--- src/hdl/illum_timing_pkg.sv ---
package illum_timing_pkg;

  localparam int unsigned ADDR_W = 5;
  localparam int unsigned DATA_W = 8;
  localparam int unsigned PIX_W  = 12;

  // page numbers
  localparam logic [7:0] PAGE_LAMP = 8'h03;
  localparam logic [7:0] PAGE_MODE = 8'h04;
  localparam logic [7:0] PAGE_CTRL = 8'h05;

  // page 3 offsets
  localparam logic [4:0] OFF_BLUE_ON_UPPER  = 5'h13;
  localparam logic [4:0] OFF_BLUE_ON_LOWER  = 5'h14;
  localparam logic [4:0] OFF_BLUE_OFF_UPPER = 5'h15;
  localparam logic [4:0] OFF_BLUE_OFF_LOWER = 5'h16;
  localparam logic [4:0] OFF_IR1_ON_UPPER   = 5'h17;
  localparam logic [4:0] OFF_IR1_ON_LOWER   = 5'h18;
  localparam logic [4:0] OFF_IR1_OFF_UPPER  = 5'h19;
  localparam logic [4:0] OFF_IR1_OFF_LOWER  = 5'h1a;
  localparam logic [4:0] OFF_IR2_ON_UPPER   = 5'h1b;
  localparam logic [4:0] OFF_IR2_ON_LOWER   = 5'h1c;
  localparam logic [4:0] OFF_IR2_OFF_UPPER  = 5'h1d;
  localparam logic [4:0] OFF_IR2_OFF_LOWER  = 5'h1e;
  localparam logic [4:0] OFF_PAGE_SELECT    = 5'h1f;
  localparam int unsigned P3_N = 12;

  // page 4 offsets
  localparam logic [4:0] OFF_MODE_ON_UPPER  = 5'h00;
  localparam logic [4:0] OFF_MODE_ON_LOWER  = 5'h01;
  localparam logic [4:0] OFF_MODE_OFF_UPPER = 5'h02;
  localparam logic [4:0] OFF_MODE_OFF_LOWER = 5'h03;
  localparam int unsigned P4_N = 4;

  // page 5 offsets
  localparam logic [4:0] OFF_ILLUM_ENABLE = 5'h00;
  localparam logic [4:0] OFF_OUT_STATUS   = 5'h01;
  localparam logic [4:0] OFF_COUNT_UPPER  = 5'h02;
  localparam logic [4:0] OFF_COUNT_LOWER  = 5'h03;

  // reset values
  localparam logic [7:0] RST_BLUE_ON_UPPER  = 8'h00;
  localparam logic [7:0] RST_BLUE_ON_LOWER  = 8'h13;
  localparam logic [7:0] RST_BLUE_OFF_UPPER = 8'h03;
  localparam logic [7:0] RST_BLUE_OFF_LOWER = 8'h30;
  localparam logic [7:0] RST_IR1_ON_UPPER   = 8'h00;
  localparam logic [7:0] RST_IR1_ON_LOWER   = 8'h14;
  localparam logic [7:0] RST_IR1_OFF_UPPER  = 8'h03;
  localparam logic [7:0] RST_IR1_OFF_LOWER  = 8'h30;
  localparam logic [7:0] RST_IR2_ON_UPPER   = 8'h00;
  localparam logic [7:0] RST_IR2_ON_LOWER   = 8'h15;
  localparam logic [7:0] RST_IR2_OFF_UPPER  = 8'h03;
  localparam logic [7:0] RST_IR2_OFF_LOWER  = 8'h30;
  localparam logic [7:0] RST_PAGE_SELECT    = 8'h00;
  localparam logic [7:0] RST_MODE_ON_UPPER  = 8'h02;
  localparam logic [7:0] RST_MODE_ON_LOWER  = 8'h00;
  localparam logic [7:0] RST_MODE_OFF_UPPER = 8'h03;
  localparam logic [7:0] RST_MODE_OFF_LOWER = 8'h01;
  localparam logic [7:0] RST_ILLUM_ENABLE   = 8'h00;

  // field positions
  localparam int unsigned UPPER_NIBBLE_MSB = 3;
  localparam int unsigned COMBINE_BIT      = 4;
  localparam int unsigned IR1_ENABLE_BIT   = 0;
  localparam int unsigned IR2_ENABLE_BIT   = 1;

  typedef struct packed {
    logic [ADDR_W-1:0] addr;
    logic [DATA_W-1:0] wdata;
    logic              wr;
    logic              rd;
  } bus_req_t;

  typedef struct packed {
    logic [PIX_W-1:0] on_count;
    logic [PIX_W-1:0] off_count;
    logic             combine;
    logic             enable;
  } chan_cfg_t;

endpackage

--- src/hdl/illum_mode_pulse_timing.sv ---
// Function
// blue output low at its off count
// infrared one high at its on count
// infrared one low at its off count
// infrared one bit four selects shift combining
// infrared two bit four selects shift combining
// infrared two high at its on count
// infrared two low at its off count
// page register at last address selects page
// mode output high at its on count
// mode output low at its off count
// software keeps unused upper bits zero
// each infrared output has enable bit
// counter restarts per line, outputs hold
//
// Design decision made here: strobed register access.
`timescale 1ns/1ps
`default_nettype none
module illum_mode_pulse_timing
  import illum_timing_pkg::*;
(
  input  wire logic              sys_clk_i,
  input  wire logic              srst_i,
  input  wire logic              line_start_i,
  input  wire logic              pixel_en_i,
  input  wire logic              shift_pulse_i,
  input  wire logic [ADDR_W-1:0] reg_addr_i,
  input  wire logic [DATA_W-1:0] reg_wdata_i,
  input  wire logic              reg_wr_i,
  input  wire logic              reg_rd_i,
  output logic      [DATA_W-1:0] reg_rdata_o,
  output logic                   blue_illum_out_o,
  output logic                   infrared1_illum_out_o,
  output logic                   infrared2_illum_out_o,
  output logic                   sensor_mode_o
);

  localparam logic [P3_N-1:0][7:0] P3_RESET = {
    RST_IR2_OFF_LOWER, RST_IR2_OFF_UPPER,
    RST_IR2_ON_LOWER,  RST_IR2_ON_UPPER,
    RST_IR1_OFF_LOWER, RST_IR1_OFF_UPPER,
    RST_IR1_ON_LOWER,  RST_IR1_ON_UPPER,
    RST_BLUE_OFF_LOWER, RST_BLUE_OFF_UPPER,
    RST_BLUE_ON_LOWER,  RST_BLUE_ON_UPPER
  };

  localparam logic [P4_N-1:0][7:0] P4_RESET = {
    RST_MODE_OFF_LOWER, RST_MODE_OFF_UPPER,
    RST_MODE_ON_LOWER,  RST_MODE_ON_UPPER
  };

  typedef struct packed {
    logic [7:0]              page;
    logic [P3_N-1:0][7:0]    p3;
    logic [P4_N-1:0][7:0]    p4;
    logic [7:0]              illum_enable;
    logic [DATA_W-1:0]       rdata;
    logic                    blue;
    logic                    ir1;
    logic                    ir2;
    logic                    mode;
  } top_state_t;

  top_state_t s_q;
  top_state_t s_d;

  bus_req_t         bus;
  logic [PIX_W-1:0] pix_count;
  chan_cfg_t        blue_cfg;
  chan_cfg_t        ir1_cfg;
  chan_cfg_t        ir2_cfg;
  chan_cfg_t        mode_cfg;
  logic             blue_pulse;
  logic             ir1_pulse;
  logic             ir2_pulse;
  logic             mode_pulse;

  // joins an upper nibble and a lower byte into a pixel count
  function automatic logic [PIX_W-1:0] join_count(
    input logic [7:0] upper,
    input logic [7:0] lower
  );
    join_count = {upper[UPPER_NIBBLE_MSB:0], lower};
  endfunction

  // page 3 array index from a register offset
  function automatic logic [3:0] p3_index(input logic [4:0] off);
    p3_index = 4'(off - OFF_BLUE_ON_UPPER);
  endfunction

  function automatic logic in_p3(input logic [4:0] off);
    in_p3 = (off >= OFF_BLUE_ON_UPPER) && (off <= OFF_IR2_OFF_LOWER);
  endfunction

  function automatic logic in_p4(input logic [4:0] off);
    in_p4 = (off <= OFF_MODE_OFF_LOWER);
  endfunction

  // page 4 array index from a register offset
  function automatic logic [1:0] p4_index(input logic [4:0] off);
    p4_index = off[1:0];
  endfunction

  // the page register answers on every page
  function automatic logic is_page_sel(input logic [4:0] off);
    is_page_sel = (off == OFF_PAGE_SELECT);
  endfunction

  // output status byte, upper nibble reads zero
  function automatic logic [7:0] out_status(input top_state_t st);
    out_status = {4'h0, st.mode, st.ir2, st.ir1, st.blue};
  endfunction

  // pixel count readback, upper byte holds the top nibble
  function automatic logic [7:0] count_byte(
    input logic [PIX_W-1:0] count,
    input logic             upper
  );
    count_byte = upper ? 8'({4'h0, count[PIX_W-1:8]}) : count[7:0];
  endfunction

  assign bus.addr  = reg_addr_i;
  assign bus.wdata = reg_wdata_i;
  assign bus.wr    = reg_wr_i;
  assign bus.rd    = reg_rd_i;

  // channel configuration from the register file
  always_comb
  begin
    blue_cfg.on_count  = join_count(
      s_q.p3[p3_index(OFF_BLUE_ON_UPPER)],
      s_q.p3[p3_index(OFF_BLUE_ON_LOWER)]);
    blue_cfg.off_count = join_count(
      s_q.p3[p3_index(OFF_BLUE_OFF_UPPER)],
      s_q.p3[p3_index(OFF_BLUE_OFF_LOWER)]);
    blue_cfg.combine   =
      s_q.p3[p3_index(OFF_BLUE_ON_UPPER)][COMBINE_BIT];
    blue_cfg.enable    = 1'b1;

    ir1_cfg.on_count   = join_count(
      s_q.p3[p3_index(OFF_IR1_ON_UPPER)],
      s_q.p3[p3_index(OFF_IR1_ON_LOWER)]);
    ir1_cfg.off_count  = join_count(
      s_q.p3[p3_index(OFF_IR1_OFF_UPPER)],
      s_q.p3[p3_index(OFF_IR1_OFF_LOWER)]);
    ir1_cfg.combine    =
      s_q.p3[p3_index(OFF_IR1_ON_UPPER)][COMBINE_BIT];
    ir1_cfg.enable     = s_q.illum_enable[IR1_ENABLE_BIT];

    ir2_cfg.on_count   = join_count(
      s_q.p3[p3_index(OFF_IR2_ON_UPPER)],
      s_q.p3[p3_index(OFF_IR2_ON_LOWER)]);
    ir2_cfg.off_count  = join_count(
      s_q.p3[p3_index(OFF_IR2_OFF_UPPER)],
      s_q.p3[p3_index(OFF_IR2_OFF_LOWER)]);
    ir2_cfg.combine    =
      s_q.p3[p3_index(OFF_IR2_ON_UPPER)][COMBINE_BIT];
    ir2_cfg.enable     = s_q.illum_enable[IR2_ENABLE_BIT];

    mode_cfg.on_count  = join_count(
      s_q.p4[p4_index(OFF_MODE_ON_UPPER)],
      s_q.p4[p4_index(OFF_MODE_ON_LOWER)]);
    mode_cfg.off_count = join_count(
      s_q.p4[p4_index(OFF_MODE_OFF_UPPER)],
      s_q.p4[p4_index(OFF_MODE_OFF_LOWER)]);
    mode_cfg.combine   = 1'b0;
    mode_cfg.enable    = 1'b1;
  end

  pixel_counter #(
    .WIDTH (PIX_W)
  ) u_pixel_counter (
    .sys_clk_i    (sys_clk_i),
    .srst_i       (srst_i),
    .line_start_i (line_start_i),
    .pixel_en_i   (pixel_en_i),
    .count_o      (pix_count)
  );

  pulse_channel u_blue (
    .sys_clk_i     (sys_clk_i),
    .srst_i        (srst_i),
    .count_i       (pix_count),
    .cfg_i         (blue_cfg),
    .shift_pulse_i (shift_pulse_i),
    .pulse_o       (blue_pulse)
  );

  pulse_channel u_ir1 (
    .sys_clk_i     (sys_clk_i),
    .srst_i        (srst_i),
    .count_i       (pix_count),
    .cfg_i         (ir1_cfg),
    .shift_pulse_i (shift_pulse_i),
    .pulse_o       (ir1_pulse)
  );

  pulse_channel u_ir2 (
    .sys_clk_i     (sys_clk_i),
    .srst_i        (srst_i),
    .count_i       (pix_count),
    .cfg_i         (ir2_cfg),
    .shift_pulse_i (shift_pulse_i),
    .pulse_o       (ir2_pulse)
  );

  pulse_channel u_mode (
    .sys_clk_i     (sys_clk_i),
    .srst_i        (srst_i),
    .count_i       (pix_count),
    .cfg_i         (mode_cfg),
    .shift_pulse_i (shift_pulse_i),
    .pulse_o       (mode_pulse)
  );

  // register writes, read data and output flops
  always_comb
  begin
    s_d = s_q;
    s_d.rdata = '0;

    if (bus.wr)
    begin
      if (is_page_sel(bus.addr))
      begin
        s_d.page = bus.wdata;
      end
      else
      begin
        case (s_q.page)
          PAGE_LAMP:
          begin
            if (in_p3(bus.addr))
            begin
              s_d.p3[p3_index(bus.addr)] = bus.wdata;
            end
          end
          PAGE_MODE:
          begin
            if (in_p4(bus.addr))
            begin
              s_d.p4[p4_index(bus.addr)] = bus.wdata;
            end
          end
          PAGE_CTRL:
          begin
            if (bus.addr == OFF_ILLUM_ENABLE)
            begin
              s_d.illum_enable = bus.wdata;
            end
          end
          default:
          begin
            s_d.page = s_q.page;
          end
        endcase
      end
    end

    if (bus.rd)
    begin
      if (is_page_sel(bus.addr))
      begin
        s_d.rdata = s_q.page;
      end
      else
      begin
        case (s_q.page)
          PAGE_LAMP:
          begin
            if (in_p3(bus.addr))
            begin
              s_d.rdata = s_q.p3[p3_index(bus.addr)];
            end
          end
          PAGE_MODE:
          begin
            if (in_p4(bus.addr))
            begin
              s_d.rdata = s_q.p4[p4_index(bus.addr)];
            end
          end
          PAGE_CTRL:
          begin
            case (bus.addr)
              OFF_ILLUM_ENABLE:
              begin
                s_d.rdata = s_q.illum_enable;
              end
              OFF_OUT_STATUS:
              begin
                s_d.rdata = out_status(s_q);
              end
              OFF_COUNT_UPPER:
              begin
                s_d.rdata = count_byte(pix_count, 1'b1);
              end
              OFF_COUNT_LOWER:
              begin
                s_d.rdata = count_byte(pix_count, 1'b0);
              end
              default:
              begin
                s_d.rdata = '0;
              end
            endcase
          end
          default:
          begin
            s_d.rdata = '0;
          end
        endcase
      end
    end

    s_d.blue = blue_pulse;
    s_d.ir1  = ir1_pulse;
    s_d.ir2  = ir2_pulse;
    s_d.mode = mode_pulse;
  end

  always_ff @(posedge sys_clk_i)
  begin
    if (srst_i)
    begin
      s_q.page         <= RST_PAGE_SELECT;
      s_q.p3           <= P3_RESET;
      s_q.p4           <= P4_RESET;
      s_q.illum_enable <= RST_ILLUM_ENABLE;
      s_q.rdata        <= '0;
      s_q.blue         <= 1'b0;
      s_q.ir1          <= 1'b0;
      s_q.ir2          <= 1'b0;
      s_q.mode         <= 1'b0;
    end
    else
    begin
      s_q <= s_d;
    end
  end

  assign reg_rdata_o           = s_q.rdata;
  assign blue_illum_out_o      = s_q.blue;
  assign infrared1_illum_out_o = s_q.ir1;
  assign infrared2_illum_out_o = s_q.ir2;
  assign sensor_mode_o         = s_q.mode;

endmodule
`default_nettype wire

--- src/hdl/pixel_counter.sv ---
`timescale 1ns/1ps
`default_nettype none
module pixel_counter
  import illum_timing_pkg::*;
#(
  parameter int unsigned WIDTH = PIX_W
)(
  input  wire logic             sys_clk_i,
  input  wire logic             srst_i,
  input  wire logic             line_start_i,
  input  wire logic             pixel_en_i,
  output logic      [WIDTH-1:0] count_o
);

  typedef struct packed {
    logic [WIDTH-1:0] count;
  } cnt_state_t;

  cnt_state_t s_q;
  cnt_state_t s_d;

  always_comb
  begin
    s_d = s_q;
    if (line_start_i)
    begin
      s_d.count = '0;
    end
    else if (pixel_en_i)
    begin
      s_d.count = s_q.count + WIDTH'(1);
    end
  end

  always_ff @(posedge sys_clk_i)
  begin
    if (srst_i)
    begin
      s_q <= '0;
    end
    else
    begin
      s_q <= s_d;
    end
  end

  assign count_o = s_q.count;

endmodule
`default_nettype wire

--- src/hdl/pulse_channel.sv ---
`timescale 1ns/1ps
`default_nettype none
module pulse_channel
  import illum_timing_pkg::*;
(
  input  wire logic             sys_clk_i,
  input  wire logic             srst_i,
  input  wire logic [PIX_W-1:0] count_i,
  input  wire chan_cfg_t        cfg_i,
  input  wire logic             shift_pulse_i,
  output logic                  pulse_o
);

  typedef struct packed {
    logic level;
  } chan_state_t;

  chan_state_t s_q;
  chan_state_t s_d;

  always_comb
  begin
    s_d = s_q;
    if (!cfg_i.enable)
    begin
      s_d.level = 1'b0;
    end
    else if (count_i == cfg_i.off_count)
    begin
      // off wins when both compare values are equal
      s_d.level = 1'b0;
    end
    else if (count_i == cfg_i.on_count)
    begin
      s_d.level = 1'b1;
    end
  end

  always_ff @(posedge sys_clk_i)
  begin
    if (srst_i)
    begin
      s_q <= '0;
    end
    else
    begin
      s_q <= s_d;
    end
  end

  // shift pulse or-ed in when combining is selected
  assign pulse_o = cfg_i.enable
                   & (s_q.level | (cfg_i.combine & shift_pulse_i));

endmodule
`default_nettype wire

--- config.mk ---
export PLATFORM = sky130hd
export DESIGN_NAME = illum_mode_pulse_timing
export DESIGN_NICKNAME = d
export VERILOG_FILES = /design/src/hdl/illum_timing_pkg.sv /design/src/hdl/illum_mode_pulse_timing.sv /design/src/hdl/pixel_counter.sv /design/src/hdl/pulse_channel.sv
export SDC_FILE = /design/constraint.sdc
export NUM_CORES = 1
export LEC_CHECK = 0
export ABC_CLOCK_PERIOD_IN_PS = 5780
export BUFFER_PORTS_ARGS = -buffer_cell sky130_fd_sc_hd__buf_2
export CORE_MARGIN = 5
export CORE_UTILIZATION = 50
export DETAILED_ROUTE_END_ITERATION = 7
export GPL_TIMING_DRIVEN = 0
export PLACE_DENSITY_LB_ADDON = 0.05
export SKIP_LAST_GASP = 1
export SLEW_MARGIN = 20
export SYNTH_ARGS = -nofsm -noshare
export SYNTH_HDL_FRONTEND = slang
export SYNTH_SLANG_ARGS = --single-unit
--- constraint.sdc ---
create_clock -name sys_clk_i -period 5.78 [get_ports sys_clk_i]
set_input_delay 1.156 -clock sys_clk_i [delete_from_list [all_inputs] [get_ports sys_clk_i]]
set_output_delay 1.156 -clock sys_clk_i [all_outputs]
set_load 0.1 [all_outputs]
==> run_results.csv, run 1 <==
group,metric,value,unit
die,die_h,145,um
hold_path,hold_start,"s_q[91]$_SDFFE_PP0P_",
sta,relSlewSlack,0.284,
die,rows,49,
grt,track_usage,0.305,
job,max_cap_viol_count,0,
sta,fin_crit_sh,0.795,
pwr,p_sw_frac,0.256,
sta,setup_viol,0,
clock_tree,cts_sinks,172,
critical_path,required,6080,ps
grt,first_global_vias,6913,
clock_tree,htree_levels,4,
die,pin_count,32,
grt,gr-total-overflow,0,
placed_design,io_buffers,26,
critical_path,r2r_slack,3090,ps
clock_tree,cts_tree,"yes",
synthesis,synth.avg_cell_area,9.81,um^2
hold_path,hp-class,"reg -> reg",
pwr,ir_worst_vdd,244,uV
outcome,outcome,"complete, no violations",
routing,wire_per_inst,26.0,um
die,core,0.0179,mm^2
critical_path,path_buf_inv,6,
critical_path,worstReg2RegStart,"s_q[152]$_SDFFE_PP0P_",
sta,setup_tns,0,ps
cells_and_area,finish.utilization,0.565,
pwr,switchingPower,678,uW
synthesis,synth_top_area_frac,0.380,
synthesis,synth-main-ff-cell,"dfxtp_1",
die,start_util,0.506,
grt,grt_pass1_wl,45600,um
sta,worst_pin_slew,1070,ps
critical_path,r2r_cells,5,
synthesis,synth_area_leaders,"dfxtp_1 38%, mux2i_1 13%, xor2_1 9.9%",
synthesis,synth-seq-cells,172,
synthesis,synth_top_area_cell,"dfxtp_1",
hold_path,whs_path_depth,2,
routing,ant_nets,0,
clock_tree,clk_latency,440,ps
critical_path,endpoint_kind,"flip-flop",
cells_and_area,num_antenna_cells,0,
sta,period_needed,4590,ps
routing,drc,0,
critical_path,path_class,"in -> reg",
routing,via_per_inst,6.19,
critical_path,arrival,4900,ps
clock_tree,cts_resized,0,
pwr,pwr-share-comb,0.074,
sta,rsz0062_at_grt,"no",
synthesis,yosys_warnings,0,
clock_tree,cts_hold_buf,0,
critical_path,cp_slowest_cell,"clkbuf_1",
routing,drt-initial-drc-count,748,
routing,vias,7494,
critical_path,critPathMaxFanout,10,
placed_design,routabilityCongestion,0.983,
clock_tree,clock-root-buffer,"clkbuf_16",
cells_and_area,area_growth,11.6,%
critical_path,crit_path_start_kind,"input port",
clock_tree,cts_buffers,17,
sta,fin_skew,9.61,ps
critical_path,reg2reg_to,"ir2_cfg[10]$_SDFFE_PP1P_",
critical_path,cp_cell_sequence,"buf_2 -> clkbuf_1 -> clkbuf_1 -> inv_1 -> ha_1 -> buf_1 -> clkbuf_1 -> mux4_2 -> o21ai_0 -> a211oi_1 -> o21bai_1",
synthesis,syn-cell-area,0.00905,mm^2
synthesis,async_reset_ff_frac,0,
die,die_area,0.0209,mm^2
clock_tree,post_cts_buffers,0,
hold_path,holdPathEnd,"s_q[91]$_SDFFE_PP0P_",
grt,antenna_found_initial,1,
pwr,p_seq_frac,0.448,
clock_tree,clockBufferDepth,2,
pwr,power_density,262,mW/mm^2
placed_design,hpwlAfterDp,22000,um
sta,finalHoldViolCount,0,
synthesis,synth_edf_count,0,
pwr,clock_power_share,0.478,
die,die_w,145,um
sta,fmax,0.218,GHz
critical_path,critical_path.most_common_cell,"clkbuf_1",
synthesis,yosysSeqAreaShare,0.380,
pwr,p_total,2.65,mW
critical_path,critPathMaxStageDelay,690,ps
pwr,p_int,1.97,mW
sta,hold_slack,493,ps
routing,wirelength,31400,um
clock_tree,cts.reportedPaths.clkPinSlew,70,ps
critical_path,cp_top_family,"buffers and inverters",
cells_and_area,drive_gt1_frac,0.130,
sta,slew_viol_final,0,
pwr,leakage,4.25,nW
grt,grt_max_degree,17,
synthesis,syn_nets,948,
synthesis,ys_types,59,
routing,first_pass_iters,7,
synthesis,synth_cells,923,
cells_and_area,nets,993,
## layout by cell type, fill, tap and decap left out, types with 19 or more instances in the layout
cell / netlist / final
nor4_1: 24 / 24
xor2_1: 102 / 102
a21oi_1: 31 / 31
nor2_1: 146 / 146
buf_2: 11 / 37
clkbuf_1: 55 / 55
nand2_1: 23 / 23
mux4_2: 32 / 32
a211o_1: 19 / 19
dfxtp_1: 172 / 172
mux2i_1: 115 / 115
## registers in the layout, indices dropped and copies added, names as in the netlist
name / flops
ir1_cfg: 26
u_ir1.s_q: 1
reg_rdata_o: 8
u_pixel_counter.count_o: 12
mode_cfg: 24
u_mode.s_q: 1
infrared2_illum_out_o: 1
sensor_mode_o: 1
u_blue.s_q: 1
ir2_cfg: 26
infrared1_illum_out_o: 1
blue_cfg: 25
u_ir2.s_q: 1
blue_illum_out_o: 1
s_q: 43
## area by class of cell
cell class | count | area, um^2
Fill cell | 1652 | 7790
Multi-Input combinational cell | 654 | 5200
Sequential cell | 172 | 3440
Clock buffer | 17 | 425
Buffer | 87 | 374
Tap cell | 229 | 287
Clock inverter | 15 | 210
Timing Repair Buffer | 26 | 130
Inverter | 10 | 37.5
## cell families after synthesis
| kind of cell | synth area share |
|---|---|
| flops | 0.380 |
| fa+ha+maj | 0.00691 |
| buf+inv | 0.0455 |
| xor+xnor | 0.102 |
| simple gates | 0.151 |
| compound gates | 0.108 |
| mux | 0.207 |
## per-stage QoR
stage,setup slack (ps),instances,cell area [um^2]
2_1_floorplan,2260,923,9050
3_3_place_gp,843,1178,9470
3_5_place_dp,878,1178,9470
4_1_cts,1330,1210,10100
5_1_grt,1130,1210,10100
6_report,1190,1210,10100
## synth_stat cells (7+ instances only)
master    count
dfxtp_1     172
nor2_1      146
mux2i_1     115
xor2_1      102
clkbuf_1     55
mux4_2       32
a21oi_1      31
nor4_1       24
nand2_1      23
a211o_1      19
nand3_1      17
buf_1        12
buf_2        11
nand4_1      11
nor2b_1      11
inv_1        10
buf_4         9
o21ai_0       8
a22o_1        7
nor3_1        7
## per-layer routing
layer,routed length [um],global-route usage,share of wire
met2,14400,0.479,0.46
met5,14,0,0.00045
met4,884,0.0962,0.028
met1,13700,0.421,0.44
met3,2430,0.0648,0.077
## power by group through the flow
stage / Sequential [mW] / Clock [mW] / Combinational (mW)
floorplan: 1.21 / 0 / 0.111
global placement: 1.21 / 0 / 0.189
detailed placement: 1.21 / 0 / 0.188
CTS: 1.19 / 1.27 / 0.190
global route: 1.19 / 1.32 / 0.202
finish: 1.19 / 1.26 / 0.195
## tightest hold or removal path: stages (launching register included)
cell,delay [ps]
dfxtp_1,330
mux2i_1,60
nor2_1,70
## worst max path at each step
stage          cells after the start                   endpoint  slack (ps)          start
6_report                          11  reg_rdata_o[3]$_SDFF_PP0_        1190  reg_addr_i[1]
3_5_place_dp                      11  reg_rdata_o[3]$_SDFF_PP0_         880  reg_addr_i[1]
5_1_grt                           11  reg_rdata_o[3]$_SDFF_PP0_        1130  reg_addr_i[1]
2_1_floorplan                     10  reg_rdata_o[0]$_SDFF_PP0_        2260  reg_addr_i[1]
3_3_place_gp                      11  reg_rdata_o[3]$_SDFF_PP0_         840  reg_addr_i[1]
4_1_cts                           11  reg_rdata_o[3]$_SDFF_PP0_        1330  reg_addr_i[1]
Note: power is estimated with default switching activity, not from simulation.
==> run 2, diff against run 1 <==
--- a/config.mk
+++ b/config.mk
@@ -5,7 +5,7 @@
 export SDC_FILE = /design/constraint.sdc
 export NUM_CORES = 1
 export LEC_CHECK = 0
-export ABC_CLOCK_PERIOD_IN_PS = 5780
+export ABC_CLOCK_PERIOD_IN_PS = 3800
 export BUFFER_PORTS_ARGS = -buffer_cell sky130_fd_sc_hd__buf_2
 export CORE_MARGIN = 5
 export CORE_UTILIZATION = 50
==> constraint.sdc (replaced) <==
create_clock -name sys_clk_i -period 3.8 [get_ports sys_clk_i]
set_input_delay 0.76 -clock sys_clk_i [delete_from_list [all_inputs] [get_ports sys_clk_i]]
set_output_delay 0.76 -clock sys_clk_i [all_outputs]
set_load 0.1 [all_outputs]
==> run_results.csv, run 2 (synthesis gave the netlist of run 1 again) <==
group,metric,value,unit
pwr,clock_power_share,0.478,
sta,relSlewSlack,0.296,
pwr,leakage,4.26,nW
routing,wire_per_inst,26.0,um
pwr,power_density,398,mW/mm^2
grt,first_global_vias,6913,
pwr,p_total,4.03,mW
die,core,0.0179,mm^2
placed_design,io_buffers,26,
die,pin_count,32,
pwr,ir_worst_vdd,371,uV
cells_and_area,nets,993,
routing,first_pass_iters,5,
critical_path,critical_path.most_common_cell,"buf_2",
placed_design,routabilityCongestion,0.983,
critical_path,arrival,4030,ps
cells_and_area,drive_gt1_frac,0.134,
critical_path,crit_path_start_kind,"input port",
clock_tree,post_cts_buffers,0,
cells_and_area,final_cell_mix,"172 x dfxtp_1, 146 x nor2_1, 115 x mux2i_1, 102 x xor2_1, 52 x clkbuf_1",
grt,grt_pass1_wl,45600,um
critical_path,cp_top_family,"buffers and inverters",
critical_path,cp_cell_sequence,"buf_2 -> buf_2 -> clkbuf_4 -> inv_1 -> ha_1 -> buf_1 -> clkbuf_2 -> mux4_2 -> o21ai_0 -> a211oi_1 -> o21bai_1",
critical_path,critPathMaxStageDelay,500,ps
critical_path,critPathMaxFanout,10,
cells_and_area,area_growth,11.7,%
grt,grt_max_degree,17,
pwr,pwr-share-comb,0.074,
sta,finalHoldViolCount,0,
clock_tree,cts_tree,"yes",
cells_and_area,layout.cells.non_filler,1210,
cells_and_area,final_common_cell,"dfxtp_1",
sta,fmax,0.268,GHz
die,die_area,0.0209,mm^2
routing,vias,7499,
die,rows,49,
placed_design,dp_cells,1178,
outcome,outcome,"complete, no violations",
sta,rsz0062_at_grt,"no",
grt,track_usage,0.305,
clock_tree,clock-root-buffer,"clkbuf_16",
clock_tree,cts_hold_buf,0,
cells_and_area,largest_register_ffs,43,
pwr,p_int,2.99,mW
routing,wirelength,31400,um
critical_path,required,4100,ps
cells_and_area,num_antenna_cells,0,
critical_path,cp_slowest_cell,"o21ai_0",
hold_path,hp-class,"reg -> reg",
critical_path,r2r_slack,1140,ps
clock_tree,cts_buffers,17,
routing,ant_nets,0,
grt,gr-total-overflow,0,
clock_tree,cts_sinks,172,
placed_design,hpwlAfterDp,22000,um
cells_and_area,fill_cells,1651,
sta,slew_viol_final,0,
sta,worst_pin_slew,1060,ps
sta,setup_viol,0,
sta,fin_skew,9.51,ps
sta,fin_crit_sh,0.982,
pwr,switchingPower,1.03,mW
pwr,p_sw_frac,0.257,
routing,drc,0,
die,start_util,0.506,
pwr,p_seq_frac,0.448,
clock_tree,htree_levels,4,
routing,via_per_inst,6.20,
routing,drt-initial-drc-count,744,
die,die_h,145,um
sta,period_needed,3730,ps
critical_path,path_buf_inv,6,
die,die_w,145,um
grt,antenna_found_initial,1,
critical_path,path_class,"in -> reg",
clock_tree,clk_latency,440,ps
critical_path,endpoint_kind,"flip-flop",
cells_and_area,regMostFlops,"s_q",
clock_tree,cts.reportedPaths.clkPinSlew,70,ps
clock_tree,clockBufferDepth,2,
job,max_cap_viol_count,0,
## run 2: path summary, 6_finish.rpt
path	startpoint	end	cells past startpoint
worst max-delay path	reg_addr_i[0]	reg_rdata_o[3]$_SDFF_PP0_	11
worst min-delay path	s_q[91]$_SDFFE_PP0P_	s_q[91]$_SDFFE_PP0P_	2
worst max register to register	s_q[152]$_SDFFE_PP0P_	blue_cfg[22]$_SDFFE_PP0P_	5
worst min register to register	s_q[91]$_SDFFE_PP0P_	s_q[91]$_SDFFE_PP0P_	2
## run 2: final cells by class
type | count | area, um^2 | share of cell area
clock inverters | 15 | 210 | 0.0208
clock buffers | 17 | 425 | 0.0421
flip-flops and latches | 172 | 3440 | 0.340
inverters | 10 | 37.5 | 0.00371
multi-input cells | 654 | 5200 | 0.514
plain buffers | 87 | 380 | 0.0376
repair buffers | 26 | 130 | 0.0129
well taps | 229 | 287 | 0.0283
## run 2: metal layers
| metal | wire length, um | global-route usage |
|---|---|---|
| met3 | 2360 | 0.0648 |
| met4 | 880 | 0.0962 |
| met1 | 13800 | 0.421 |
| met5 | 14 | 0 |
| met2 | 14400 | 0.479 |
## run 2: timing repair
action / in CTS / in global routing
pin swaps: 0 / 0
gates resized for setup: 1 / 5
endpoints found under the setup margin: 4 / 5
## run 2: power by group through the flow
stage	sequential (mW)	combinational (mW)	clock (mW)
global route	1.80	0.307	2.01
CTS	1.80	0.288	1.93
finish	1.80	0.297	1.93
detailed placement	1.85	0.287	0
global placement	1.85	0.288	0
floorplan	1.85	0.169	0
## run 2: metrics by stage
stage / worst slack (ps) / utilization / cell area [um^2] / hold slack (ps) / setup TNS, ps
finish: 67.5 / 0.565 / 10100 / 492 / 0
global route: 24.1 / 0.565 / 10100 / 492 / 0
CTS: 14.8 / 0.565 / 10100 / 491 / 0
detailed placement: -706 / 0.529 / 9470 / 480 / -4670
global placement: -741 / 0.529 / 9470 / 472 / -4800
floorplan: 671 / - / 9050 / 437 / 0
## run 2: worst reg2reg max path, delay by kind of cell, from the launching register on
| kind | cells | cell delay [ps] |
|---|---|---|
| and+or+nand+nor | 3 | 950 |
| AOI/OAI and AO/OA | 1 | 940 |
| DFF | 1 | 350 |
| muxes | 1 | 290 |
